[config.mk]
export PLATFORM = sky130hd
export DESIGN_NAME = lpm_top
export DESIGN_NICKNAME = d
export VERILOG_FILES = /design/src/core/lpm_pkg.sv /design/src/core/lpm_top.sv
export VERILOG_INCLUDE_DIRS = /design/src /design/src/core
export SDC_FILE = /design/constraint.sdc
export NUM_CORES = 1
export LEC_CHECK = 0
export BUFFER_PORTS_ARGS = -buffer_cell sky130_fd_sc_hd__buf_2
export CORE_MARGIN = 3
export CORE_UTILIZATION = 49
export DETAILED_ROUTE_END_ITERATION = 10
export PLACE_DENSITY = 0.87
export SLEW_MARGIN = 20
export SYNTH_ARGS = -nofsm -noshare
export SYNTH_HDL_FRONTEND = slang
export SYNTH_SLANG_ARGS = --single-unit
[constraint.sdc]
create_clock -name ref_clk -period 2.2 [get_ports ref_clk]
set_clock_uncertainty 0.2 [all_clocks]
set_input_delay 0.22 -clock ref_clk [delete_from_list [all_inputs] [get_ports ref_clk]]
set_output_delay 0.22 -clock ref_clk [all_outputs]
set_load 0.005 [all_outputs]
[src/core/lpm_map.svh]
// offsets, field positions, reset values and timing counts of the protection manager
`ifndef LPM_MAP_SVH
`define LPM_MAP_SVH

// clock and timing
`define LPM_CLK_PERIOD_NS   100
`define LPM_CLK_HZ          10000000
`define LPM_BLANK_NS        350
`define LPM_BLANK_CYCLES    ((`LPM_BLANK_NS + `LPM_CLK_PERIOD_NS - 1) / `LPM_CLK_PERIOD_NS)
`define LPM_RELEASE_MS      10
`define LPM_RELEASE_CYCLES  (`LPM_RELEASE_MS * (`LPM_CLK_HZ / 1000))

// register byte offsets
`define LPM_CTRL_OFS        12'h000
`define LPM_STATUS_OFS      12'h004
`define LPM_INT_STAT_OFS    12'h008
`define LPM_INT_MASK_OFS    12'h00c

// control register fields
`define LPM_CTRL_COIL_SEL   0
`define LPM_CTRL_RESET      32'h0000_0000

// fault bit positions (status, interrupt status and mask share them)
`define LPM_NUM_FAULTS      8
`define LPM_F_THERMAL       0
`define LPM_F_OV_AUTO       1
`define LPM_F_OV_LATCH      2
`define LPM_F_COIL_OC       3
`define LPM_F_LED_OC        4
`define LPM_F_FB_OV         5
`define LPM_F_FB_CLAMP      6
`define LPM_F_UNDERVOLTAGE_LOCKOUT          7

// status register extra fields
`define LPM_STAT_STATE_LSB  8
`define LPM_STAT_SW_EN      10
`define LPM_STAT_SINK_EN    11
`define LPM_STAT_RUN_REQ    12

`define LPM_MASK_RESET      8'h00

`endif

[src/core/lpm_pkg.sv]
// types shared by the protection manager
package lpm_pkg;

    typedef logic [7:0] lpm_fault_vec_t;

    // overall operating state, reported in the status register
    typedef enum logic [1:0] {
        LPM_ST_LOCKOUT = 2'b00,
        LPM_ST_IDLE    = 2'b01,
        LPM_ST_FAULT   = 2'b10,
        LPM_ST_RUN     = 2'b11
    } lpm_state_t;

endpackage

[src/core/lpm_top.sv]
// protection manager: fault latching, drive gating, fault flag, apb registers, interrupt
`timescale 1ns/1ps
`include "lpm_map.svh"

module lpm_top
    import lpm_pkg::*;
#(
    parameter int unsigned RELEASE_CYCLES = `LPM_RELEASE_CYCLES
)
(
    // clock and reset
    input  logic        ref_clk,
    input  logic        resetn,
    // apb slave
    input  logic        psel,
    input  logic        penable,
    input  logic        pwrite,
    input  logic [11:0] paddr,
    input  logic [31:0] pwdata,
    output logic [31:0] prdata,
    output logic        pready,
    output logic        pslverr,
    // comparator flags, high when the condition holds
    input  logic        temp_above_trip,
    input  logic        temp_below_release,
    input  logic        anode_above_auto,
    input  logic        anode_below_release,
    input  logic        anode_above_latch,
    input  logic        coil_above_low,
    input  logic        coil_above_high,
    input  logic        led_probe_above,
    input  logic        fb_above_trip,
    input  logic        fb_below_release,
    input  logic        fb_clamp_active,
    input  logic        supply_above_on,
    input  logic        supply_below_off,
    // supervision and switching timing
    input  logic        regulator_reset_n,
    input  logic        run_request,
    input  logic        switch_turn_on,
    // drive control
    output logic        switch_enable,
    output logic        sink_enable,
    output logic        boost_gate_hold,
    // open-drain fault flag
    output logic        fault_flag_n_o,
    output logic        fault_flag_n_oe,
    // interrupt
    output logic        irq
);

    ////////////////////////////////////////////////////////////////////////////
    // declarations

    localparam logic [2:0]  BLANK_LOAD   = 3'(`LPM_BLANK_CYCLES);
    localparam logic [31:0] RELEASE_LAST = 32'(RELEASE_CYCLES);

    logic           thermal_shutdown_reg;
    logic           overvoltage_auto_stop_reg;
    logic           overvoltage_latch_stop_reg;
    logic           coil_overcurrent_reg;
    logic           led_overcurrent_reg;
    logic           feedback_overvoltage_reg;
    logic           feedback_clamp_reg;
    logic           undervoltage_lockout_reg;
    logic [2:0]     blank_count_reg;
    logic [31:0]    run_low_count_reg;
    logic           release_done;
    logic           supply_restart;
    logic           coil_hit;
    logic           run_ok;
    logic           sink_stop;
    logic           switch_stop;
    logic           switch_enable_reg;
    logic           sink_enable_reg;
    logic           fault_flag_reg;
    logic           irq_reg;
    lpm_state_t     state_reg;
    lpm_state_t     state_next;
    lpm_fault_vec_t fault_vec;
    lpm_fault_vec_t fault_prev_reg;
    lpm_fault_vec_t int_stat_reg;
    lpm_fault_vec_t int_mask_reg;
    logic [31:0]    ctrl_reg;
    logic [31:0]    status_word;
    logic [31:0]    prdata_reg;
    logic           pslverr_reg;
    logic           wr_access;
    logic           rd_setup;
    logic           addr_hit;

    ////////////////////////////////////////////////////////////////////////////
    // latch release sources

    // supply loss or regulator reset acts like a fresh power-up for the latches
    assign supply_restart = !regulator_reset_n || undervoltage_lockout_reg;

    // run_request low time, saturating so a long hold keeps the release active
    always_ff @(posedge ref_clk or negedge resetn)
    begin
        if (!resetn)
            run_low_count_reg <= 32'h0000_0000;
        else if (run_request)
            run_low_count_reg <= 32'h0000_0000;
        else if (run_low_count_reg != RELEASE_LAST)
            run_low_count_reg <= run_low_count_reg + 32'h0000_0001;
    end

    assign release_done = (run_low_count_reg == RELEASE_LAST);

    ////////////////////////////////////////////////////////////////////////////
    // automatic faults, with hysteresis except the clamp

    // thermal: trip flag sets, release flag clears; set wins if both appear
    always_ff @(posedge ref_clk or negedge resetn)
    begin
        if (!resetn)
            thermal_shutdown_reg <= 1'b0;
        else if (temp_above_trip)
            thermal_shutdown_reg <= 1'b1;
        else if (temp_below_release)
            thermal_shutdown_reg <= 1'b0;
    end

    // anode first overvoltage level, self-releasing
    always_ff @(posedge ref_clk or negedge resetn)
    begin
        if (!resetn)
            overvoltage_auto_stop_reg <= 1'b0;
        else if (anode_above_auto)
            overvoltage_auto_stop_reg <= 1'b1;
        else if (anode_below_release)
            overvoltage_auto_stop_reg <= 1'b0;
    end

    // comparator threshold follows feedback_reference, so the flags carry it
    always_ff @(posedge ref_clk or negedge resetn)
    begin
        if (!resetn)
            feedback_overvoltage_reg <= 1'b0;
        else if (fb_above_trip)
            feedback_overvoltage_reg <= 1'b1;
        else if (fb_below_release)
            feedback_overvoltage_reg <= 1'b0;
    end

    // clamp is reported while present and takes no latch
    always_ff @(posedge ref_clk or negedge resetn)
    begin
        if (!resetn)
            feedback_clamp_reg <= 1'b0;
        else
            feedback_clamp_reg <= fb_clamp_active;
    end

    // lockout starts active: nothing switches until the supply has risen
    always_ff @(posedge ref_clk or negedge resetn)
    begin
        if (!resetn)
            undervoltage_lockout_reg <= 1'b1;
        else if (supply_below_off)
            undervoltage_lockout_reg <= 1'b1;
        else if (supply_above_on)
            undervoltage_lockout_reg <= 1'b0;
    end

    ////////////////////////////////////////////////////////////////////////////
    // latched faults

    // high overvoltage: only release or restart clears, never the monitor level
    always_ff @(posedge ref_clk or negedge resetn)
    begin
        if (!resetn)
            overvoltage_latch_stop_reg <= 1'b0;
        else if (anode_above_latch)
            overvoltage_latch_stop_reg <= 1'b1;
        else if (release_done || supply_restart)
            overvoltage_latch_stop_reg <= 1'b0;
    end

    // blanking window reloads on each turn-on; a new turn-on restarts it
    always_ff @(posedge ref_clk or negedge resetn)
    begin
        if (!resetn)
            blank_count_reg <= 3'h0;
        else if (switch_turn_on)
            blank_count_reg <= BLANK_LOAD;
        else if (blank_count_reg != 3'h0)
            blank_count_reg <= blank_count_reg - 3'h1;
    end

    // threshold choice is software's since the two published levels disagree;
    // an open pin is pulled past either level and trips like a real fault
    assign coil_hit = (ctrl_reg[`LPM_CTRL_COIL_SEL] ? coil_above_high : coil_above_low)
                    && (blank_count_reg == 3'h0) && !switch_turn_on;

    // coil overcurrent latches; a low cycle of run_request clears it unless coil_hit is set, since set wins
    always_ff @(posedge ref_clk or negedge resetn)
    begin
        if (!resetn)
            coil_overcurrent_reg <= 1'b0;
        else if (coil_hit)
            coil_overcurrent_reg <= 1'b1;
        else if (!run_request || supply_restart)
            coil_overcurrent_reg <= 1'b0;
    end

    // led overcurrent latches; floating probe input reads high and trips
    always_ff @(posedge ref_clk or negedge resetn)
    begin
        if (!resetn)
            led_overcurrent_reg <= 1'b0;
        else if (led_probe_above)
            led_overcurrent_reg <= 1'b1;
        else if (release_done || supply_restart)
            led_overcurrent_reg <= 1'b0;
    end

    ////////////////////////////////////////////////////////////////////////////
    // drive gating

    always_comb
    begin
        fault_vec                    = '0;
        fault_vec[`LPM_F_THERMAL]    = thermal_shutdown_reg;
        fault_vec[`LPM_F_OV_AUTO]    = overvoltage_auto_stop_reg;
        fault_vec[`LPM_F_OV_LATCH]   = overvoltage_latch_stop_reg;
        fault_vec[`LPM_F_COIL_OC]    = coil_overcurrent_reg;
        fault_vec[`LPM_F_LED_OC]     = led_overcurrent_reg;
        fault_vec[`LPM_F_FB_OV]      = feedback_overvoltage_reg;
        fault_vec[`LPM_F_FB_CLAMP]   = feedback_clamp_reg;
        fault_vec[`LPM_F_UNDERVOLTAGE_LOCKOUT]       = undervoltage_lockout_reg;
    end

    // start needs lockout released, regulator out of reset and a run request
    assign run_ok      = !undervoltage_lockout_reg && regulator_reset_n && run_request;
    assign switch_stop = |fault_vec;
    // feedback overvoltage leaves the current sink running
    assign sink_stop   = |(fault_vec & ~(lpm_fault_vec_t'(1) << `LPM_F_FB_OV));

    // enables are registered so glitches on the flags never reach the gates
    always_ff @(posedge ref_clk or negedge resetn)
    begin
        if (!resetn)
        begin
            switch_enable_reg <= 1'b0;
            sink_enable_reg   <= 1'b0;
        end
        else
        begin
            switch_enable_reg <= run_ok && !switch_stop;
            sink_enable_reg   <= run_ok && !sink_stop;
        end
    end

    assign switch_enable   = switch_enable_reg;
    assign sink_enable     = sink_enable_reg;
    // boost gate parked high so a shorted high-side switch opens the fuse
    assign boost_gate_hold = overvoltage_latch_stop_reg;

    ////////////////////////////////////////////////////////////////////////////
    // operating state for status

    always_comb
    begin
        case (state_reg)
            LPM_ST_LOCKOUT,
            LPM_ST_IDLE,
            LPM_ST_FAULT,
            LPM_ST_RUN:
            begin
                if (undervoltage_lockout_reg || !regulator_reset_n)
                    state_next = LPM_ST_LOCKOUT;
                else if (!run_request)
                    state_next = LPM_ST_IDLE;
                else if (switch_stop)
                    state_next = LPM_ST_FAULT;
                else
                    state_next = LPM_ST_RUN;
            end
            default:
                state_next = LPM_ST_LOCKOUT;
        endcase
    end

    always_ff @(posedge ref_clk or negedge resetn)
    begin
        if (!resetn)
            state_reg <= LPM_ST_LOCKOUT;
        else
            state_reg <= state_next;
    end

    ////////////////////////////////////////////////////////////////////////////
    // fault flag

    // any active protection pulls the flag low; the pull-up lives outside
    always_ff @(posedge ref_clk or negedge resetn)
    begin
        if (!resetn)
            fault_flag_reg <= 1'b0;
        else
            fault_flag_reg <= |fault_vec;
    end

    assign fault_flag_n_o  = 1'b0;
    assign fault_flag_n_oe = fault_flag_reg;

    ////////////////////////////////////////////////////////////////////////////
    // interrupt status

    assign wr_access = psel && penable && pwrite;

    // lockout is live out of reset, so its history starts set: reset is no onset
    always_ff @(posedge ref_clk or negedge resetn)
    begin
        if (!resetn)
            fault_prev_reg <= lpm_fault_vec_t'(1) << `LPM_F_UNDERVOLTAGE_LOCKOUT;
        else
            fault_prev_reg <= fault_vec;
    end

    // per fault: onset sets the sticky bit, write-one clears, set wins
    generate
        for (genvar i = 0; i < `LPM_NUM_FAULTS; i++)
        begin : g_sticky
            always_ff @(posedge ref_clk or negedge resetn)
            begin
                if (!resetn)
                    int_stat_reg[i] <= 1'b0;
                else if (fault_vec[i] && !fault_prev_reg[i])
                    int_stat_reg[i] <= 1'b1;
                else if (wr_access && (paddr == `LPM_INT_STAT_OFS) && pwdata[i])
                    int_stat_reg[i] <= 1'b0;
            end
        end
    endgenerate

    always_ff @(posedge ref_clk or negedge resetn)
    begin
        if (!resetn)
            irq_reg <= 1'b0;
        else
            irq_reg <= |(int_stat_reg & int_mask_reg);
    end

    assign irq = irq_reg;

    ////////////////////////////////////////////////////////////////////////////
    // apb registers

    // writes land at the access-phase edge
    always_ff @(posedge ref_clk or negedge resetn)
    begin
        if (!resetn)
        begin
            ctrl_reg     <= `LPM_CTRL_RESET;
            int_mask_reg <= `LPM_MASK_RESET;
        end
        else if (wr_access)
        begin
            if (paddr == `LPM_CTRL_OFS)
                ctrl_reg <= {31'h0, pwdata[`LPM_CTRL_COIL_SEL]};
            if (paddr == `LPM_INT_MASK_OFS)
                int_mask_reg <= pwdata[7:0];
        end
    end

    always_comb
    begin
        status_word                         = 32'h0000_0000;
        status_word[7:0]                    = fault_vec;
        status_word[`LPM_STAT_STATE_LSB+:2] = state_reg;
        status_word[`LPM_STAT_SW_EN]        = switch_enable_reg;
        status_word[`LPM_STAT_SINK_EN]      = sink_enable_reg;
        status_word[`LPM_STAT_RUN_REQ]      = run_request;
    end

    assign addr_hit = (paddr == `LPM_CTRL_OFS) || (paddr == `LPM_STATUS_OFS)
                   || (paddr == `LPM_INT_STAT_OFS) || (paddr == `LPM_INT_MASK_OFS);
    assign rd_setup = psel && !penable;

    // read data and error are captured in setup so they come from flip-flops
    always_ff @(posedge ref_clk or negedge resetn)
    begin
        if (!resetn)
        begin
            prdata_reg  <= 32'h0000_0000;
            pslverr_reg <= 1'b0;
        end
        else if (rd_setup)
        begin
            pslverr_reg <= !addr_hit;
            case (paddr)
                `LPM_CTRL_OFS:     prdata_reg <= ctrl_reg;
                `LPM_STATUS_OFS:   prdata_reg <= status_word;
                `LPM_INT_STAT_OFS: prdata_reg <= {24'h0, int_stat_reg};
                `LPM_INT_MASK_OFS: prdata_reg <= {24'h0, int_mask_reg};
                default:           prdata_reg <= 32'h0000_0000;
            endcase
        end
    end

    // zero wait states: every access completes in its first access cycle
    assign pready  = 1'b1;
    assign prdata  = prdata_reg;
    assign pslverr = pslverr_reg && psel && penable;

endmodule

==> results of run 1 <==
[synth_stat cells (2+ instances only)]
master    instances  area, µm²
and3_1            3       18.8
buf_4            21        158
or4_4             2       22.5
nor4_1           14       87.6
a21o_1            4       30.0
nand3_1          11       55.1
mux2_2           26        293
nor2b_1          19        119
xnor2_1          11       96.3
buf_2             3       15.0
buf_1             3       11.3
nor2_1           33        124
a31o_2            2       17.5
conb_1            2       7.51
o21ai_0          13       65.1
and4_1            4       35.0
or2_2             2       12.5
dfrtp_1          86       2150
nand4_1           7       43.8
nand4_2           2       25.0
nand2b_1          3       18.8
inv_1            28        105
o31ai_1          11       82.6
ha_1              4       50.1
a21oi_1          11       55.1
or3_1             5       31.3
a22oi_1          11       82.6
nor3_1           12       60.1
a221o_1           8       80.1
xor2_1            2       17.5
or4_1             7       52.6
clkbuf_1          9       33.8
dfstp_2           2       52.6
nor4b_1           3       26.3
nand2_1          27        101
[layout by cell type, fill, tap and decap left out, types with 10 or more instances in the layout]
master / instances
o31ai_1: 10
nor2_1: 33
inv_1: 27
dfrtp_1: 84
xnor2_1: 11
a21oi_1: 10
a22oi_1: 11
nand2_1: 27
nor2b_1: 19
o21ai_0: 13
buf_2: 58
conb_1: 21
nor3_1: 11
buf_4: 45
dlygate4sd3_1: 23
nand3_1: 11
nor4_1: 12
mux2_2: 26
[power groups by stage]
stage	Sequential (W)	Clock (W)	Combinational [W]
floorplan	0.00173	0	0.000197
global placement	0.00173	0	0.000289
detailed placement	0.00174	0	0.000315
CTS	0.00171	0.00113	0.000351
global route	0.00172	0.00118	0.000406
finish	0.00171	0.00110	0.000362
[logic make-up (layout without fill, tap and decap cells)]
group / Yosys count / after routing / share of synthesized area
compound gates: 63 / 63 / 0.0992
xor+xnor: 13 / 13 / 0.0259
fa+ha+maj: 4 / 4 / 0.0114
buf+inv: 65 / 171 / 0.0759
flops: 88 / 88 / 0.501
mux: 28 / 28 / 0.0739
other cells: 2 / 21 / 0.00171
simple gates: 163 / 164 / 0.211
[routing by layer]
metal | part of all wire | up-vias | GRT usage
met4 | 0.027 | 0 | 0.0725
met2 | 0.51 | 154 | 0.371
met1 | 0.40 | 1794 | 0.270
li1 | - | 1717 | -
met5 | 0 | - | 0
met3 | 0.063 | 27 | 0.0415
[critical path: cells and delay by family, from the launching register on]
kind / cells / cell delay, ns
and+or+nand+nor: 3 / 1.08
DFF: 1 / 0.45
muxes: 1 / 0.37
[metrics by stage]
step	cell area, µm²	setup TNS [ns]	hold WS, ns	setup slack [ns]	total power [W]
2_1_floorplan	4470	0	-0.276	0.0000475	0.00193
3_3_place_gp	4980	0	0.0269	0.0347	0.00202
3_5_place_dp	4980	-0.0431	0.0369	-0.0380	0.00205
4_1_cts	5440	-0.00360	0.0169	-0.00360	0.00318
5_1_grt	5560	-0.497	0.0653	-0.0599	0.00331
6_report	5560	0	0.0237	0.00326	0.00317
[path summary, 6_finish.rpt]
check | to | from | slack [ns]
setup / recovery | run_low_count_reg[28]$_DFFE_PN0P_ | run_low_count_reg[18]$_DFFE_PN0P_ | 0.003
hold / removal | prdata[11]$_DFFE_PN0P_ | penable | 0.02
setup reg to reg | run_low_count_reg[28]$_DFFE_PN0P_ | run_low_count_reg[18]$_DFFE_PN0P_ | 0.003
hold reg to reg | fault_prev_reg[7]$_DFF_PN1_ | undervoltage_lockout_reg$_DFFE_PN1P_ | 0.21
max in group asynchronous | run_low_count_reg[7]$_DFFE_PN0P_ | resetn | 0.97
min in group asynchronous | fault_prev_reg[4]$_DFF_PN0_ | resetn | 0.18
[what timing repair did]
item                                   4_1_cts  5_1_grt
resized for setup                            5       16
setup endpoints to repair                    5       16
pin swaps                                    0        9
endpoints found under the hold margin       61        0
setup buffers                                0        5
gates cloned                                 0        1
hold buffers                                23        0
[final cells by class]
type / count / area share
Inverter: 28 / 0.0189
Multi-Input combinational cell: 293 / 0.367
Timing Repair Buffer: 127 / 0.158
Tap cell: 105 / 0.0236
Clock buffer: 9 / 0.0223
Sequential cell: 88 / 0.397
Clock inverter: 7 / 0.0131
==> results.cfg, run 1 <==
[run_status]
status = completed

[global_route]
grt_overflow = 0
groute.usage.overall = 0.215
grt_max_degree = 49
antenna_found_initial = 0
grt_pass1_wl_mm = 17.5
grt_pass1_vias = 3586

[routing]
dr.pass1.iters = 4
postRouteAntennaNets = 0
routed_wl_mm = 10.9
post-route-drc-count = 0
routed_via_density = 5.62
avgRoutedWirePerCell_um = 16.6
vias = 3692
drt_iter0_drc = 249

[place]
port-buffer-count = 59
dpl.hpwl_mm = 7.19
place_inst = 612
place_congestion = 0.837

[pwr]
power.density_nw_per_um2 = 571
p_leak_nw = 2.53
p_comb_frac = 0.114
swShare = 0.283
clkPwrFrac = 0.348
peakVddDrop_mv = 0.363
p_sw_w = 0.000897
p_int_w = 0.00228
sequentialPowerShare = 0.538

[setup_path]
crit_chain = nand4_2, or4_1, nor4_1, mux2_2
endpoint_kind = register
critical_path_class = register to register
slowest_stage = or4_1
cpPeakStageDelay_ns = 0.62
cp.arrival_ns = 2.25
reg2reg_depth = 4
crit_path_start_kind = register
cp_max_fo = 9
crit_required_ns = 2.26

[timing]
finalHoldViolations = 0
drv_slew = 0
worstMarginPinSlew_ns = 0.738
period_needed_ns = 2.20
setup_viol = 0
max_slew_margin = 0.508
fin_crit_sh = 0.999
grt_setup_unrepaired = yes
fmax_mhz = 455

[final_layout]
nNetsFinal = 616
drive_above_1_share = 0.322
largest_reg_flops = 32
final_util = 0.657
area.sequential_um2 = 2210
antenna_cells = 0
stdcell_count = 657
syn2layout_area_growth_pct = 26.3
multiInputGateArea_um2 = 2040
nFillCells = 584

[clock_tree]
cts_buffer_depth = 2
numCtsBuffers = 9
cts-root-buf = clkbuf_8
clk_pin_slew_ns = 0.09
htreeDepth = 3
clk-insertion-delay-late_ns = 0.37
cts_tree = built
cts_sinks = 88

[synth]
synth_warnings = 0
yosysSeqAreaShare = 0.501
syn_area_per_cell_um2 = 10.3
synth_top_flop_cell = dfrtp_1
ys_types = 50
synthArstFlopShare = 1.00
ys_ff_latch = 88
synth_edf_count = 0
synth_cells = 426
synth.cell_area_um2 = 4400

[job]
drv_cap = 0

[floorplanning]
num_rows = 33
die_h_um = 101
io_pins = 105
core-area_um2 = 8460
die_x_um = 101
start_util = 0.520
die_area_um2 = 10200

[min_path]
hold_depth = 4
hold_path_class = primary input to register
Note: power is estimated with default switching activity, not from simulation.
==> run 2: changes to the inputs <==
- PLACE_DENSITY: 0.87 -> 0.82
- REMOVE_ABC_BUFFERS: default -> 1
- SLEW_MARGIN: 20 -> default
==> results.cfg, run 2 (synthesis gave the netlist of run 1 again) <==
[run_status]
status = finished, violations left
violations = setup timing

[timing]
drv_slew = 0
fmax_mhz = 453
worstMarginPinSlew_ns = 0.740
finalHoldViolations = 0
grt_setup_unrepaired = yes
setup_viol = 1
fin_crit_sh = 1.00
period_needed_ns = 2.21
setup_slack_ns = -0.00686
max_slew_margin = 0.507

[routing]
drt_iter0_drc = 186
post-route-drc-count = 0
routed_via_density = 5.59
postRouteAntennaNets = 0
routed_wl_mm = 10.8
vias = 3650
avgRoutedWirePerCell_um = 16.5
dr.pass1.iters = 5

[min_path]
hold_path_class = primary input to register
hold_depth = 4
min-delay-start = penable
holdPathEnd = prdata[8]$_DFFE_PN0P_

[place]
dpl.hpwl_mm = 7.44
port-buffer-count = 59
place_congestion = 0.849
preCtsSetupSlack_ns = -0.116

[setup_path]
crit_path_start_kind = register
ff2ff_setup_slack_ns = -0.007
rr_endpoint = run_low_count_reg[20]$_DFFE_PN0P_
slowest_stage = or4_4
cpPeakStageDelay_ns = 0.58
cp_max_fo = 6
crit_family = simple AND/OR/NAND/NOR gates
reg2reg_depth = 6
crit_chain = nand4_4, buf_4, or4_4, buf_4, o31ai_1, a21oi_1
critical_path_class = register to register
endpoint_kind = register
r2r_start = run_low_count_reg[10]$_DFFE_PN0P_
cp.depth = 6
crit_required_ns = 2.22
cp.arrival_ns = 2.22
cp.buffers_inverters = 2
cp_common_cell = buf_4
worstSetupStartpoint = run_low_count_reg[10]$_DFFE_PN0P_

[final_layout]
nFillCells = 628
drive_above_1_share = 0.327
antenna_cells = 0
mostFrequentLayoutCells = dfrtp_1 (84), buf_2 (58), buf_4 (44), nor2_1 (33), nand2_1 (27)
largest_reg_flops = 32
final_common_cell = dfrtp_1
nNetsFinal = 612
syn2layout_area_growth_pct = 26.3
final_util = 0.657

[floorplanning]
start_util = 0.520
num_rows = 33
io_pins = 105
die_area_um2 = 10200
die_x_um = 101
core-area_um2 = 8460
die_h_um = 101

[clock_tree]
cts-root-buf = clkbuf_8
clk_pin_slew_ns = 0.09
cts_buffer_depth = 2
cts_sinks = 88
htreeDepth = 3
cts_tree = built
numCtsBuffers = 9
clk-insertion-delay-late_ns = 0.36

[global_route]
grt_pass1_vias = 3719
grt_max_degree = 41
groute.usage.overall = 0.214
antenna_found_initial = 0
grt_overflow = 0
grt_pass1_wl_mm = 17.2

[pwr]
peakVddDrop_mv = 0.347
power.density_nw_per_um2 = 577
p_leak_nw = 2.54

[job]
drv_cap = 0
run 2: cell count changes in the layout (fill, tap and decap cells not counted), sizes merged:
cell / before / now
dlygate4sd3: 23 / 21
buf: 104 / 103
bufinv: 0 / 1
clkbuf: 9 / 10
clkinv: 2 / 1
inv: 32 / 31
or4: 10 / 9
run 2: power breakdown:
group          switching (W)  internal, W  leakage, nW
Combinational       0.000194     0.000160         1.31
Sequential         0.0000367      0.00167         1.13
Clock               0.000604     0.000543       0.0994
run 2: final cells by class:
type | instances | area [µm²] | share of cell area
tap | 105 | 131 | 0.0236
clock buffer | 10 | 128 | 0.0230
sequential | 88 | 2210 | 0.397
inverter | 28 | 105 | 0.0189
timing repair buffer | 124 | 851 | 0.153
clock inverter | 6 | 75.1 | 0.0135
multi-input combinational | 292 | 2060 | 0.371
run 2: worst max-delay path by stage:
stage               slack [ns]                                 to
detailed placement       -0.12  run_low_count_reg[28]$_DFFE_PN0P_
finish                  -0.007  run_low_count_reg[20]$_DFFE_PN0P_
CTS                      -0.02   run_low_count_reg[9]$_DFFE_PN0P_
floorplan                 0.03  run_low_count_reg[28]$_DFFE_PN0P_
global route             -0.06   run_low_count_reg[9]$_DFFE_PN0P_
global placement         -0.03  run_low_count_reg[28]$_DFFE_PN0P_
run 2: tightest hold or removal path, cell delays in order:
cell and delay, ns:
buf_2 0.10, nor2b_1 0.10, nand2_1 0.08, o21ai_0 0.06
run 2: stage by stage:
| stage | setup TNS [ns] | std cells | hold slack [ns] | total power [W] | instance area, µm² |
|---|---|---|---|---|---|
| floorplan | 0 | 408 | -0.276 | 0.00189 | 4240 |
| global placement | -0.0261 | 609 | 0.0198 | 0.00202 | 4960 |
| detailed placement | -0.192 | 609 | 0.0239 | 0.00205 | 4960 |
| CTS | -0.0313 | 646 | 0.0209 | 0.00322 | 5400 |
| global route | -0.252 | 653 | 0.0522 | 0.00335 | 5560 |
| finish | -0.00686 | 653 | 0.0286 | 0.00321 | 5560 |
run 2: layer usage:
metal,track usage,share of wire
met4,0.0819,0.024
met1,0.250,0.39
met5,0,0
met2,0.382,0.53
met3,0.0484,0.060
run 2: what timing repair did:
action / 4_1_cts / 5_1_grt
setup endpoints to repair: 8 / 16
hold endpoints to repair: 59 / 0
buffers inserted: 0 / 7
resized for setup: 4 / 23
pin swaps: 1 / 6
cloned: 0 / 0
hold buffers: 21 / 0
